## config.mk

```make
export PLATFORM = sky130hd
export DESIGN_NAME = iglf_top
export DESIGN_NICKNAME = d
export VERILOG_FILES = /design/src/include/iglf_pkg.sv /design/src/rtl/iglf_sync.sv /design/src/rtl/iglf_line.sv /design/src/rtl/iglf_top.sv
export SDC_FILE = /design/constraint.sdc
export NUM_CORES = 2
export LEC_CHECK = 0
export BUFFER_PORTS_ARGS = -buffer_cell sky130_fd_sc_hd__buf_2
export CAP_MARGIN = 15
export CORE_MARGIN = 4
export CORE_UTILIZATION = 30
export CTS_CLUSTER_SIZE = 24
export DETAILED_ROUTE_END_ITERATION = 12
export PLACE_DENSITY = 0.45
export SYNTH_ARGS = -nofsm -noshare
export SYNTH_HDL_FRONTEND = slang
export SYNTH_SLANG_ARGS = --single-unit
```

## constraint.sdc

```tcl
create_clock -name core_clk -period 3.1 [get_ports core_clk]
set_input_delay 0.62 -clock core_clk [delete_from_list [all_inputs] [get_ports core_clk]]
set_output_delay 0.62 -clock core_clk [all_outputs]
set_load 0.01 [all_outputs]
```

## src/include/iglf_pkg.sv

```systemverilog
// ****************************************************************
// input line glitch filter shared constants
// ****************************************************************
package iglf_pkg;

    // core clock period
    localparam int unsigned CLK_NS         = 8;

    // register port widths
    localparam int unsigned ADDR_W         = 8;
    localparam int unsigned DATA_W         = 32;

    // passed pulse widths of the four fixed settings, in ns
    localparam int unsigned PASS_5US_NS    = 5000;
    localparam int unsigned PASS_1US_NS    = 1000;
    localparam int unsigned PASS_500NS_NS  = 500;
    localparam int unsigned PASS_100NS_NS  = 100;

    // filter clock period is half the passed width, rounded down to cycles
    localparam int unsigned TB_5US_CYC     = PASS_5US_NS / 2 / CLK_NS;
    localparam int unsigned TB_1US_CYC     = PASS_1US_NS / 2 / CLK_NS;
    localparam int unsigned TB_500NS_CYC   = PASS_500NS_NS / 2 / CLK_NS;
    localparam int unsigned TB_100NS_CYC   = PASS_100NS_NS / 2 / CLK_NS;
    localparam int unsigned TB_CNT_W       = 10;

    // timebase selection held in each line's filter word
    typedef enum logic [2:0] {
        IGLF_TB_5US,
        IGLF_TB_1US,
        IGLF_TB_500NS,
        IGLF_TB_100NS,
        IGLF_TB_EXT
    } iglf_tb_sel_t;

    // filter word layout
    localparam int unsigned FILT_EN_BIT    = 0;
    localparam int unsigned FILT_SEL_LSB   = 1;
    localparam int unsigned FILT_SEL_W     = 3;
    localparam int unsigned FILT_SRC_LSB   = 4;
    localparam int unsigned FILT_SRC_W     = 6;
    localparam int unsigned FILT_W         = 10;

    // reset values
    localparam logic [9:0]  FILT_RST       = 10'h003;  // enabled, 1 us setting
    localparam logic [31:0] ZERO_RST       = 32'h0000_0000;

    // register offsets
    localparam logic [7:0]  ADR_FILT_BASE  = 8'h00;
    localparam logic [7:0]  ADR_IN_POL     = 8'h20;
    localparam logic [7:0]  ADR_IN_LEVEL   = 8'h21;
    localparam logic [7:0]  ADR_IN_RAW     = 8'h22;
    localparam logic [7:0]  ADR_OUT_EN     = 8'h25;
    localparam logic [7:0]  ADR_OUT_IDLE   = 8'h26;
    localparam logic [7:0]  ADR_OUT_POL    = 8'h27;
    localparam logic [7:0]  ADR_TRIG_OE    = 8'h28;
    localparam logic [7:0]  ADR_TRIG_OUT   = 8'h29;
    localparam logic [7:0]  ADR_TRIG_IN    = 8'h2A;

endpackage : iglf_pkg

```

## src/rtl/iglf_sync.sv

```systemverilog
// ****************************************************************
// two flop level synchroniser
// ****************************************************************
module iglf_sync #(
    parameter int unsigned WIDTH = 1
) (
    // clock and reset
    input  wire logic             core_clk,
    input  wire logic             nrst,
    // levels
    input  wire logic [WIDTH-1:0] din,
    output logic      [WIDTH-1:0] dout
);

    logic [WIDTH-1:0] meta_q;

    // first stage feeds only the second stage
    always_ff @(posedge core_clk or negedge nrst) begin
        if (!nrst) begin
            meta_q <= '0;
            dout   <= '0;
        end else begin
            meta_q <= din;
            dout   <= meta_q;
        end
    end

    chk_sync_two_stage: assert property (
        @(posedge core_clk) disable iff (!nrst)
        $past(nrst, 2) |-> dout == $past(din, 2))
        else $error("synchroniser output is not the input two cycles back");

endmodule : iglf_sync

```

## src/rtl/iglf_line.sv

```systemverilog
// ****************************************************************
// one line debounce filter
// ****************************************************************
module iglf_line (
    // clock and reset
    input  wire logic core_clk,
    input  wire logic nrst,
    // control
    input  wire logic en,    // filter enabled
    input  wire logic tick,  // one cycle per filter clock rising edge
    // level
    input  wire logic din,   // synchronised raw level
    output logic      dout_q
);

    logic pend_q;
    logic cnt_q;

    // pending level and filter edge count; any disagreeing sample aborts
    always_ff @(posedge core_clk or negedge nrst) begin
        if (!nrst) begin
            pend_q <= 1'b0;
            cnt_q  <= 1'b0;
        end else if (!en) begin
            pend_q <= din;
            cnt_q  <= 1'b0;
        end else if (din == dout_q || din != pend_q) begin
            pend_q <= din;
            cnt_q  <= 1'b0;
        end else if (tick) begin
            cnt_q  <= ~cnt_q;
        end
    end

    // output takes the pending level on the second filter edge
    always_ff @(posedge core_clk or negedge nrst) begin
        if (!nrst) begin
            dout_q <= 1'b0;
        end else if (!en) begin
            dout_q <= din;
        end else if (din == pend_q && din != dout_q && tick && cnt_q) begin
            dout_q <= pend_q;
        end
    end

    // ****************************************************************
    // checks
    // ****************************************************************
    chk_change_on_tick: assert property (
        @(posedge core_clk) disable iff (!nrst)
        $changed(dout_q) && $past(en) |-> $past(tick) && $past(cnt_q))
        else $error("filtered level changed off a second filter edge");

    chk_glitch_aborts: assert property (
        @(posedge core_clk) disable iff (!nrst)
        en && din == dout_q |=> cnt_q == 1'b0 && pend_q == $past(din))
        else $error("disagreeing sample did not abort qualification");

    chk_sample_each_edge: assert property (
        @(posedge core_clk) disable iff (!nrst)
        en && din != pend_q |=> pend_q == $past(din) && !cnt_q)
        else $error("new level not captured on the sampling edge");

    chk_second_edge_pass: assert property (
        @(posedge core_clk) disable iff (!nrst)
        en && cnt_q && tick && din == pend_q && din != dout_q |=> dout_q == $past(din))
        else $error("held level not passed on the second filter edge");

    chk_bypass_follow: assert property (
        @(posedge core_clk) disable iff (!nrst)
        !en |=> dout_q == $past(din))
        else $error("disabled filter does not follow its input");

    cov_level_passed: cover property (
        @(posedge core_clk) disable iff (!nrst)
        en && $changed(dout_q));

    cov_glitch_aborted: cover property (
        @(posedge core_clk) disable iff (!nrst)
        en && cnt_q && din == dout_q);

    cov_bypass_used: cover property (
        @(posedge core_clk) disable iff (!nrst)
        !en && $changed(dout_q));

endmodule : iglf_line

```

## src/rtl/iglf_top.sv

```systemverilog
module iglf_top #(
    parameter int unsigned N_IN   = 26,
    parameter int unsigned N_OUT  = 8,
    parameter int unsigned N_TRIG = 8,
    parameter int unsigned N_INT  = 4
) (
    // clock and reset
    input  wire logic                           core_clk,
    input  wire logic                           nrst,
    // register port
    input  wire logic [iglf_pkg::ADDR_W-1:0]    reg_addr,
    input  wire logic [iglf_pkg::DATA_W-1:0]    reg_wdata,
    input  wire logic                           reg_wr,
    input  wire logic                           reg_rd,
    output logic      [iglf_pkg::DATA_W-1:0]    reg_rdata,
    // function input lines
    input  wire logic [N_IN-1:0]                func_in,
    output logic      [N_IN-1:0]                func_level,
    // function output lines
    input  wire logic [N_OUT-1:0]               out_func,
    output logic      [N_OUT-1:0]               out_switch_on,
    // inter-board trigger lines
    input  wire logic [N_TRIG-1:0]              trig_in,
    output logic      [N_TRIG-1:0]              trig_out,
    output logic      [N_TRIG-1:0]              trig_oe,
    // internal timebase candidates
    input  wire logic [N_INT-1:0]               int_sig
);

    localparam int unsigned NSRC = N_IN + N_OUT + N_TRIG + N_INT;

    // elaboration checks
    if (N_IN > iglf_pkg::DATA_W || N_OUT > iglf_pkg::DATA_W || N_TRIG > iglf_pkg::DATA_W) begin
        $error("line counts must fit one register word");
    end
    if (NSRC > (1 << iglf_pkg::FILT_SRC_W)) begin
        $error("too many filter clock sources for the source field");
    end
    if (N_IN + N_OUT != 34) begin
        $error("the device has 34 function lines");
    end
    if (iglf_pkg::TB_5US_CYC > (1 << iglf_pkg::TB_CNT_W) || iglf_pkg::TB_100NS_CYC < 2) begin
        $error("fixed timebase does not fit the divider");
    end

    // ****************************************************************
    // registers
    // ****************************************************************
    logic [iglf_pkg::FILT_W-1:0] filt_q [N_IN];
    logic [N_IN-1:0]             in_pol_q;
    logic [N_OUT-1:0]            out_en_q;
    logic [N_OUT-1:0]            out_idle_q;
    logic [N_OUT-1:0]            out_pol_q;
    logic [N_OUT-1:0]            out_used_q;
    logic [N_TRIG-1:0]           trig_oe_q;
    logic [N_TRIG-1:0]           trig_out_q;
    logic [iglf_pkg::DATA_W-1:0] rdata_d;
    logic [iglf_pkg::DATA_W-1:0] rdata_q;

    // internal state
    logic [N_IN-1:0]   in_sync;
    logic [N_TRIG-1:0] trig_sync;
    logic [N_IN-1:0]   filt_out;
    logic [N_OUT-1:0]  out_level;
    logic [N_OUT-1:0]  out_sw_d;
    logic [N_OUT-1:0]  out_sw_q;
    logic [NSRC-1:0]   src_vec;
    logic [NSRC-1:0]   src_prev_q;
    logic [NSRC-1:0]   src_rise;
    logic [3:0]        fix_tick;
    logic [N_IN-1:0]   line_tick;

    // per line filter words, one register each
    always_ff @(posedge core_clk or negedge nrst) begin
        if (!nrst) begin
            for (int i = 0; i < N_IN; i++) begin
                filt_q[i] <= iglf_pkg::FILT_RST;
            end
        end else if (reg_wr) begin
            for (int i = 0; i < N_IN; i++) begin
                if (reg_addr == iglf_pkg::ADR_FILT_BASE + iglf_pkg::ADDR_W'(i)) begin
                    filt_q[i] <= reg_wdata[iglf_pkg::FILT_W-1:0];
                end
            end
        end
    end

    // input polarity, reset active high
    always_ff @(posedge core_clk or negedge nrst) begin
        if (!nrst) begin
            in_pol_q <= iglf_pkg::ZERO_RST[N_IN-1:0];
        end else if (reg_wr && reg_addr == iglf_pkg::ADR_IN_POL) begin
            in_pol_q <= reg_wdata[N_IN-1:0];
        end
    end

    // output line control
    always_ff @(posedge core_clk or negedge nrst) begin
        if (!nrst) begin
            out_en_q   <= iglf_pkg::ZERO_RST[N_OUT-1:0];
            out_idle_q <= iglf_pkg::ZERO_RST[N_OUT-1:0];
            out_pol_q  <= iglf_pkg::ZERO_RST[N_OUT-1:0];
        end else if (reg_wr) begin
            if (reg_addr == iglf_pkg::ADR_OUT_EN) begin
                out_en_q <= reg_wdata[N_OUT-1:0];
            end
            if (reg_addr == iglf_pkg::ADR_OUT_IDLE) begin
                out_idle_q <= reg_wdata[N_OUT-1:0];
            end
            if (reg_addr == iglf_pkg::ADR_OUT_POL) begin
                out_pol_q <= reg_wdata[N_OUT-1:0];
            end
        end
    end

    // an output counts as used once it has been enabled
    always_ff @(posedge core_clk or negedge nrst) begin
        if (!nrst) begin
            out_used_q <= iglf_pkg::ZERO_RST[N_OUT-1:0];
        end else begin
            out_used_q <= out_used_q | out_en_q;
        end
    end

    // trigger line drive, undriven after reset
    always_ff @(posedge core_clk or negedge nrst) begin
        if (!nrst) begin
            trig_oe_q  <= iglf_pkg::ZERO_RST[N_TRIG-1:0];
            trig_out_q <= iglf_pkg::ZERO_RST[N_TRIG-1:0];
        end else if (reg_wr) begin
            if (reg_addr == iglf_pkg::ADR_TRIG_OE) begin
                trig_oe_q <= reg_wdata[N_TRIG-1:0];
            end
            if (reg_addr == iglf_pkg::ADR_TRIG_OUT) begin
                trig_out_q <= reg_wdata[N_TRIG-1:0];
            end
        end
    end

    // read mux; unmapped offsets read zero
    always_comb begin
        rdata_d = '0;
        for (int i = 0; i < N_IN; i++) begin
            if (reg_addr == iglf_pkg::ADR_FILT_BASE + iglf_pkg::ADDR_W'(i)) begin
                rdata_d[iglf_pkg::FILT_W-1:0] = filt_q[i];
            end
        end
        unique case (reg_addr)
            iglf_pkg::ADR_IN_POL:   rdata_d[N_IN-1:0]   = in_pol_q;
            iglf_pkg::ADR_IN_LEVEL: rdata_d[N_IN-1:0]   = func_level;
            iglf_pkg::ADR_IN_RAW:   rdata_d[N_IN-1:0]   = in_sync;
            iglf_pkg::ADR_OUT_EN:   rdata_d[N_OUT-1:0]  = out_en_q;
            iglf_pkg::ADR_OUT_IDLE: rdata_d[N_OUT-1:0]  = out_idle_q;
            iglf_pkg::ADR_OUT_POL:  rdata_d[N_OUT-1:0]  = out_pol_q;
            iglf_pkg::ADR_TRIG_OE:  rdata_d[N_TRIG-1:0] = trig_oe_q;
            iglf_pkg::ADR_TRIG_OUT: rdata_d[N_TRIG-1:0] = trig_out_q;
            iglf_pkg::ADR_TRIG_IN:  rdata_d[N_TRIG-1:0] = trig_sync;
            default: ;
        endcase
    end

    // read data valid in the cycle after the strobe only
    always_ff @(posedge core_clk or negedge nrst) begin
        if (!nrst) begin
            rdata_q <= iglf_pkg::ZERO_RST;
        end else if (reg_rd) begin
            rdata_q <= rdata_d;
        end else begin
            rdata_q <= iglf_pkg::ZERO_RST;
        end
    end

    assign reg_rdata = rdata_q;

    // ****************************************************************
    // synchronisers and filter clock sources
    // ****************************************************************
    iglf_sync #(.WIDTH(N_IN)) u_in_sync (
        .core_clk (core_clk),
        .nrst     (nrst),
        .din      (func_in),
        .dout     (in_sync)
    );

    iglf_sync #(.WIDTH(N_TRIG)) u_trig_sync (
        .core_clk (core_clk),
        .nrst     (nrst),
        .din      (trig_in),
        .dout     (trig_sync)
    );

    // every line, trigger and internal signal may clock a filter
    assign src_vec = {int_sig, trig_sync, out_level, in_sync};

    // rising edges of the candidate sources
    always_ff @(posedge core_clk or negedge nrst) begin
        if (!nrst) begin
            src_prev_q <= '0;
        end else begin
            src_prev_q <= src_vec;
        end
    end

    assign src_rise = src_vec & ~src_prev_q;

    // fixed timebases as one cycle pulses every half passed width
    localparam int unsigned TB_CYC [4] = '{iglf_pkg::TB_5US_CYC, iglf_pkg::TB_1US_CYC,
                                          iglf_pkg::TB_500NS_CYC, iglf_pkg::TB_100NS_CYC};

    for (genvar k = 0; k < 4; k++) begin : g_tb
        logic [iglf_pkg::TB_CNT_W-1:0] cnt_q;
        // wrapping divider per setting
        always_ff @(posedge core_clk or negedge nrst) begin
            if (!nrst) begin
                cnt_q <= '0;
            end else if (cnt_q == iglf_pkg::TB_CNT_W'(TB_CYC[k] - 1)) begin
                cnt_q <= '0;
            end else begin
                cnt_q <= cnt_q + 1'b1;
            end
        end
        assign fix_tick[k] = (cnt_q == iglf_pkg::TB_CNT_W'(TB_CYC[k] - 1));
    end

    // ****************************************************************
    // per line filters
    // ****************************************************************
    for (genvar i = 0; i < N_IN; i++) begin : g_line
        iglf_pkg::iglf_tb_sel_t         sel;
        logic [iglf_pkg::FILT_SRC_W-1:0] src_idx;

        assign sel     = iglf_pkg::iglf_tb_sel_t'(
                         filt_q[i][iglf_pkg::FILT_SEL_LSB +: iglf_pkg::FILT_SEL_W]);
        assign src_idx = filt_q[i][iglf_pkg::FILT_SRC_LSB +: iglf_pkg::FILT_SRC_W];

        // timebase pick; undefined codes fall back to the 1 us setting
        always_comb begin
            unique case (sel)
                iglf_pkg::IGLF_TB_5US:   line_tick[i] = fix_tick[0];
                iglf_pkg::IGLF_TB_1US:   line_tick[i] = fix_tick[1];
                iglf_pkg::IGLF_TB_500NS: line_tick[i] = fix_tick[2];
                iglf_pkg::IGLF_TB_100NS: line_tick[i] = fix_tick[3];
                iglf_pkg::IGLF_TB_EXT: begin
                    line_tick[i] = (32'(src_idx) < NSRC) ? src_rise[src_idx] : 1'b0;
                end
                default:                 line_tick[i] = fix_tick[1];
            endcase
        end

        iglf_line u_line (
            .core_clk (core_clk),
            .nrst     (nrst),
            .en       (filt_q[i][iglf_pkg::FILT_EN_BIT]),
            .tick     (line_tick[i]),
            .din      (in_sync[i]),
            .dout_q   (filt_out[i])
        );
    end

    // filtered level to counters, low after reset
    assign func_level = filt_out ^ in_pol_q;

    // ****************************************************************
    // output lines and trigger drive
    // ****************************************************************
    // output level: routed function, or idle default when disabled
    always_comb begin
        for (int j = 0; j < N_OUT; j++) begin
            out_level[j] = out_en_q[j] ? (out_func[j] ^ out_pol_q[j]) : out_idle_q[j];
            out_sw_d[j]  = (out_en_q[j] || out_used_q[j]) ? ~out_level[j] : 1'b0;
        end
    end

    // switch conducts for a low level; off until first use
    always_ff @(posedge core_clk or negedge nrst) begin
        if (!nrst) begin
            out_sw_q <= '0;
        end else begin
            out_sw_q <= out_sw_d;
        end
    end

    assign out_switch_on = out_sw_q;
    assign trig_out      = trig_out_q;
    assign trig_oe       = trig_oe_q;

    // ****************************************************************
    // checks
    // ****************************************************************
    chk_tick_100ns_period: assert property (
        @(posedge core_clk) disable iff (!nrst)
        fix_tick[3] |=> !fix_tick[3] [*5] ##1 fix_tick[3])
        else $error("100 ns timebase period is not six cycles");

    chk_unused_out_off: assert property (
        @(posedge core_clk) disable iff (!nrst)
        !out_used_q[0] && !out_en_q[0] |=> !out_switch_on[0])
        else $error("unused output switch is conducting");

    chk_idle_low_default: assert property (
        @(posedge core_clk) disable iff (!nrst)
        out_used_q[0] && !out_en_q[0] && !out_idle_q[0] |=> out_switch_on[0])
        else $error("used output did not idle low");

    chk_trig_hiz_reset: assert property (
        @(posedge core_clk) disable iff (!nrst)
        $rose(trig_oe[0]) |-> $past(reg_wr) && $past(reg_addr) == iglf_pkg::ADR_TRIG_OE)
        else $error("trigger line driven without a software write");

    chk_rdata_idle_zero: assert property (
        @(posedge core_clk) disable iff (!nrst)
        !reg_rd |=> reg_rdata == '0)
        else $error("read data present without a read strobe");

    chk_filt_word_write: assert property (
        @(posedge core_clk) disable iff (!nrst)
        reg_wr && reg_addr == iglf_pkg::ADR_FILT_BASE
        |=> filt_q[0] == $past(reg_wdata[iglf_pkg::FILT_W-1:0]))
        else $error("filter word write did not land");

    cov_ext_timebase: cover property (
        @(posedge core_clk) disable iff (!nrst)
        g_line[0].sel == iglf_pkg::IGLF_TB_EXT && line_tick[0]);

    cov_out_used_idle: cover property (
        @(posedge core_clk) disable iff (!nrst)
        $fell(out_en_q[0]));

endmodule : iglf_top

```

## After elaboration in Yosys (flattened, before gate mapping)

Index checks and enable logic that the tools add are counted.

| storage, ports and cells | value |
|---|---|
| output and inout bits | 82 |
| register bits after elaboration | 606 |

| operators by class | value |
|---|---|
| add/sub/neg operators | 4 |
| mux-type cells | 335 |
| bitwise logic cells | 46 |
| order comparisons | 52 |
| eq/ne operators | 298 |
| reduce and logical (&&, ||, !) cells | 171 |

Operator list:

| cell | number |
|---|---|
| $mux W10 | 30 |
| $mux W1 | 250 |
| $lt A6 B7 Y1 const B | 26 |
| $bmux W1 S6 | 26 |
| $eq A3 B2 Y1 const B | 52 |
| $lt A6 B6 Y1 const B | 26 |
| $ne A2 B1 Y1 const B | 52 |
| $pmux W1 S4 | 26 |
| $eq A8 B5 Y1 const B | 10 |
| $logic_and A1 B1 Y1 | 79 |
| $eq A3 B3 Y1 const B | 26 |
| $logic_not A3 Y1 | 26 |
| $ne A3 B1 Y1 const B | 26 |
| $eq A8 B6 Y1 const B | 9 |
| $pmux W8 S9 | 1 |
| $eq A8 B4 Y1 const B | 8 |
| $reduce_and A2 Y1 | 31 |
| $pmux W18 S3 | 1 |
| $eq A1 B1 Y1 | 52 |
| $ne A1 B1 Y1 | 52 |
| $and A46 B46 Y46 | 1 |
| $not A46 Y46 | 1 |
| $add A10 B1 Y10 const B | 4 |
| $logic_or A1 B1 Y1 | 34 |
| 13 further kinds | 57 |

## Longest topological paths before layout

| logic depth | value |
|---|---|
| word-level depth | 29 |
| mapped depth | 11 |
| mapped depth without buffers | 10 |

## Modules after synthesis

From an unflattened synthesis, not the netlist that was laid out.

| second synthesis, totals | value |
|---|---|
| cell total of the unflattened synthesis | 3670 |
| area total of the unflattened synthesis | 38515.7 µm² |

Modules (own cells, without submodules):

| module | instances | sequential area each (µm²) | cells each | area an instance (µm²) |
|---|---|---|---|---|
| iglf_top | 1 | 11426.0 | 3212 | 33007.9 |
| iglf_line | 26 | 75.1 | 15 | 146.4 |
| iglf_sync (u_in_sync) | 1 | 1301.2 | 52 | 1301.2 |
| iglf_sync (u_trig_sync) | 1 | 400.4 | 16 | 400.4 |

## Worst setup path after synthesis

OpenSTA, ideal clock, no wires.

| path | value |
|---|---|
| path type | in2reg |
| start | in reg_addr[5] in the netlist's numbering |
| end | reg filt_q[22] in the netlist's numbering |
| stages on the path | 6 |
| buffers on the path | 2 |
| path slack | 0.370 ns |
| arrival time | 2.606 ns |
| data required time | 2.975 ns |
| cell sequence | or4b_2 > clkbuf_1 > clkbuf_1 > nor2_1 > nand2_1 > mux2_2 |

| between the ends | value |
|---|---|
| longest elaborated chain between the ends | 2 |

Ends and longest elaborated chain:

| element | RTL line | source |
|---|---|---|
| start, declared | iglf_top.sv:11 | `input wire logic [iglf_pkg::ADDR_W-1:0] reg_addr,` |
| $eq A8 B5 Y1 | iglf_top.sv:81 | `if (reg_addr == iglf_pkg::ADR_FILT_BASE + iglf_pkg::ADDR_W'(i)) begin` |
| $reduce_and A2 Y1 (no line) | n/a |  |
| end signal, assigned by index | iglf_top.sv:77 | `filt_q[i] <= iglf_pkg::FILT_RST;` |
| end signal, assigned by index | iglf_top.sv:82 | `filt_q[i] <= reg_wdata[iglf_pkg::FILT_W-1:0];` |
| end, declared | iglf_top.sv:49 | `logic [iglf_pkg::FILT_W-1:0] filt_q [N_IN];` |

No other way between the ends.
A chain may end at the register's enable or synchronous reset.

## Worst setup path after layout

| path | value |
|---|---|
| start | reg src_prev_q[19] |
| end | reg g_line[18].u_line.dout_q |

| between the ends | value |
|---|---|
| longest elaborated chain between the ends | 9 |

Ends and longest elaborated chain:

| element | RTL line | source |
|---|---|---|
| start, declared | iglf_top.sv:68 | `logic [NSRC-1:0] src_prev_q;` |
| start signal, assigned | iglf_top.sv:200 | `src_prev_q <= src_vec;` |
| $not A46 Y46 | iglf_top.sv:204 | `assign src_rise = src_vec & ~src_prev_q;` |
| $and A46 B46 Y46 | iglf_top.sv:204 |  |
| $bmux W1 S6 | iglf_top.sv:244 | `line_tick[i] = (32'(src_idx) < NSRC) ? src_rise[src_idx] : 1'b0;` |
| $mux W1 (not written as such) | iglf_top.sv:244 |  |
| $mux W1 | iglf_top.sv:244 |  |
| $pmux W1 S4 | iglf_top.sv:238 | `unique case (sel)` |
| $logic_and A1 B1 Y1 (2 in series) | iglf_line.sv:41 | `end else if (din == pend_q && din != dout_q && tick && cnt_q) begin` |
| $ne A2 B1 Y1 (no line) | n/a |  |
| end signal, assigned | iglf_line.sv:40 | `dout_q <= din;` |
| end signal, assigned | iglf_line.sv:42 | `dout_q <= pend_q;` |
| end, declared | iglf_line.sv:13 | `output logic dout_q` |

No other way between the ends. The select of a mux whose other input is x is not followed.

==> results by group <==
Synthesis
  – Synth warn: 0
  – Number of synthesized flops with an enable pin: 0
  – Post-Syn Area per Cell: 10.6 sq um
  – #FFs+latches synth: 600
  – Ys flop type: dfrtp_1
  – Asr flop ratio synth: 100%
  – Top area cells in the synthesized netlist: dfrtp_1 35%, mux4_2 15%, mux2_2 9.7%, dfstp_2 3.5%, nand2_1 3.0%
  – Area of the mapped netlist: 38700 sq um
  – Synth Instances: 3632
  – Synth unique cells: 93
  – Yosys top cell by area: dfrtp_1
  – Synth top area share: 35.5%
  – Register area share after synthesis: 39.0%

Clock tree
  – Clock buffer depth: 3
  – # clock sinks: 600
  – CTS tree: done
  – CTS H-tree depth: 3
  – Worst skew pair latency: 0.69 ns
  – TritonCTS buffer count: 76
  – CTS clk-pin slew, worst paths: approximately 0.060 ns
  – CTS Root Cell: clkbuf_16
  – Setup bufs post-CTS: 0

Placed design
  – DP HPWL: 137000 microns
  – Routability cong.: slightly above 1
  – PortBufs: 159

Worst hold path
  – Worst hold start: trig_in[0]
  – Hold WC Path Type: input pin to register
  – Worst-case hold path end point: u_trig_sync.meta_q[0]
  – Hold path cells: 1

Floorplanning
  – Die area: 135000 sq um
  – Floorplan row count: 131
  – Initial Util: between 30% and 40%
  – Die W: 367 microns
  – Total core area: 128000 sq um
  – Chip height: 367 microns
  – I/O pin total: 172

Worst setup path
  – Kind of critical path: register to register
  – Worst Path Arrival: 3.64 ns
  – CP max stage delay: 0.47 ns
  – Crit-path most repeated cell: buf_4
  – Crit path buf inv count: 3
  – R2R Setup Slk: 0.06 ns
  – CP max stage cell: mux4_2
  – Startpoint types: register
  – Req. time, crit path: around 3.7 ns
  – Worst r2r src: src_prev_q[19]
  – Crit path cell chain: nand2b_2, buf_12, buf_4, mux4_2, a31o_1, a2111oi_4, a311oi_2, buf_4, or4_1, nand3_1
  – Crit end category: register
  – Cell family with most CP delay: compound AO/OA/AOI/OAI gates
  – Reg2reg end: g_line[18].u_line.dout_q
  – Reg2reg path depth: 10
  – Critical Path Fanout Max: 16

STA
  – Fin crit share: 98.2%
  – Setup violators final: 0
  – Worst slew pin tran: ~0.76 ns
  – Unrepaired setup endpoints after global routing: false
  – Max-slew violations: 0
  – Worst slew margin: 49.0%
  – Fin. Hold Viols: 0
  – Minimum clock period: 3.04 ns
  – Layout Skew: 0.0512 ns
  – Max Fclk: 329 MHz
  – Setup tns final: 0 ns

Run
  – Max_cap viols: 0

Detailed routing
  – Drt pass-1 iters: 10
  – Routed WL: about 190000 microns
  – Antenna Violating Nets Remaining: 0
  – Routed vias/inst: 6.10
  – Drt wl/cell: approximately 33 microns
  – Via count: roughly 35000
  – Violation count after the first detailed-route iteration: 4939
  – DRC Markers: 0

GRT
  – Vias in the first global route: roughly 34000
  – Initial antenna violation count: 13
  – First-pass GRT wire length: around 270000 microns
  – Total global routing overflow: 0
  – Largest net degree at the start of global routing: 102
  – Total global-route track usage: 27.3%

Cells and area
  – Final #Nets: 4167
  – Share of cells above drive strength 1: 36.9%
  – Syn-to-layout area delta: 24.1%
  – Core Util, Final: 37.5%
  – Filler cell count: 12638

Run status
  – Status: finished clean

Power and ir drop
  – P_leak: between 15 and 20 nW
  – VDD IR max: roughly 0.46 mV
  – Pwr/cell area: approximately 460 nW/um^2
[worst max path at each step]
| stage | from | to | slack [ns] | cells past startpoint |
|---|---|---|---|---|
| after floorplan | reg_addr[5] | filt_q[22] | 0.37 | 6 |
| after global placement | reg_addr[5] | reg_rdata[2] | -0.57 | 12 |
| after detailed placement | reg_addr[5] | reg_rdata[2] | -0.57 | 12 |
| after CTS | out_pol_q[1] | g_line[11].u_line.dout_q | 0.006 | 9 |
| after global routing | out_pol_q[1] | g_line[19].u_line.cnt_q | 0.005 | 9 |
| final | src_prev_q[19] | g_line[18].u_line.dout_q | 0.06 | 10 |
[per-stage QoR]
stage / setup WS, ns / power (mW) / area [sq um] / cells / hold WS [ns]
6_report: 0.0559 / 22.0 / 48000 / 5802 / 0.0411
5_1_grt: 0.00460 / 22.8 / 48000 / 5795 / 0.0130
4_1_cts: 0.00572 / 22.1 / 47900 / 5795 / 0.00234
3_5_place_dp: -0.569 / 12.8 / 45300 / 5652 / 0.335
3_3_place_gp: -0.568 / 12.8 / 45300 / 5652 / 0.333
2_1_floorplan: 0.370 / 10.8 / 38700 / 3637 / 0.324
[state kept, by name, indices dropped and copies added, names as in the netlist, 26 cells and up]
name	flops
u_in_sync.dout	26
u_in_sync.meta_q	26
g_line.u_line.cnt_q	26
src_prev_q	46
g_line.u_line.pend_q	26
filt_q	260
in_pol_q	26
g_tb.cnt_q	40
reg_rdata	26
g_line.u_line.dout_q	26
[logic make-up after synthesis]
family                   share of synthesized area (%)
AND/OR/NAND/NOR                                   13.3
AO/OA/AOI/OAI                                     14.0
multiplexers                                      26.9
flip-flops                                        39.0
buffers and inverters                             4.84
XOR/XNOR                                          1.81
adder cells (fa/ha/maj)                          0.226
other                                          0.00970
[synth_stat cells (all sizes together), types with 38 or more instances]
master / number
dfrtp: 548
mux2: 332
nand2: 310
mux4: 261
nor2: 259
clkbuf: 258
a21oi: 135
inv: 130
o21ai: 123
nand3: 110
buf: 79
mux2i: 75
nand2b: 66
nor3: 58
a22oi: 55
dfstp: 52
nor2b: 51
a211oi: 46
a31oi: 45
nand4: 44
or3: 42
xor2: 41
xnor2: 39
o22ai: 38
o311ai: 38
[layer usage]
layer / global-route usage [%] / routed length [microns] / share of wire (%) / vias to the layer above
li1: - / - / - / 14622
met1: 35.9 / 75900 / 40 / 17998
met2: 41.7 / 83000 / 44 / 2178
met3: 7.10 / 18800 / 10 / 568
met4: 13.3 / 11100 / 5.9 / 8
met5: 0 / 51 / 0.027 / -
[worst reg2reg max path, stage by stage, from the launching register on]
cell and delay (ns):
dfrtp_1 0.37, nand2b_2 0.19, buf_12 0.17, buf_4 0.23, mux4_2 0.47, a31o_1 0.27
a2111oi_4 0.37, a311oi_2 0.18, buf_4 0.18, or4_1 0.46, nand3_1 0.09
[cells in the final DEF, fill, tap and decap left out, types with 44 or more instances in the layout]
master     count
dfstp_2       52
mux2i_1       75
a21oi_1      130
inv_1        128
mux4_2       255
buf_4        450
buf_2        157
clkbuf_16     76
buf_12        82
nand2b_1      62
nor2b_1       47
nor2_1       257
a22oi_1       54
nand2_1      309
nand3_1      110
nand4_1       44
dfrtp_1      548
a31oi_1       44
nor3_1        54
o21ai_0      117
mux2_2       332
[area by class of cell]
type / count / area (sq um) / area share (%)
flip-flops and latches: 600 / 15100 / 31.4
diodes: 7 / 17.5 / 0.0365
clock inverters: 34 / 412 / 0.858
repair buffers: 692 / 5840 / 12.2
clock buffers: 107 / 2150 / 4.48
multi-input cells: 2566 / 21900 / 45.7
inverters: 134 / 503 / 1.05
well taps: 1662 / 2080 / 4.33
[power breakdown]
| group | internal, mW | switching [mW] |
|---|---|---|
| logic | 1.73 | 2.24 |
| clock network | 5.20 | 3.97 |
| registers | 8.26 | 0.586 |
[what timing repair did]
item / in CTS / in global routing
setup endpoints to repair: 4 / 22
hold endpoints to repair: 21 / 0
pin swaps: 0 / 2
hold buffers: 2 / 0
resized for setup: 2 / 15
No activity file was read; power rests on OpenSTA's default activity.
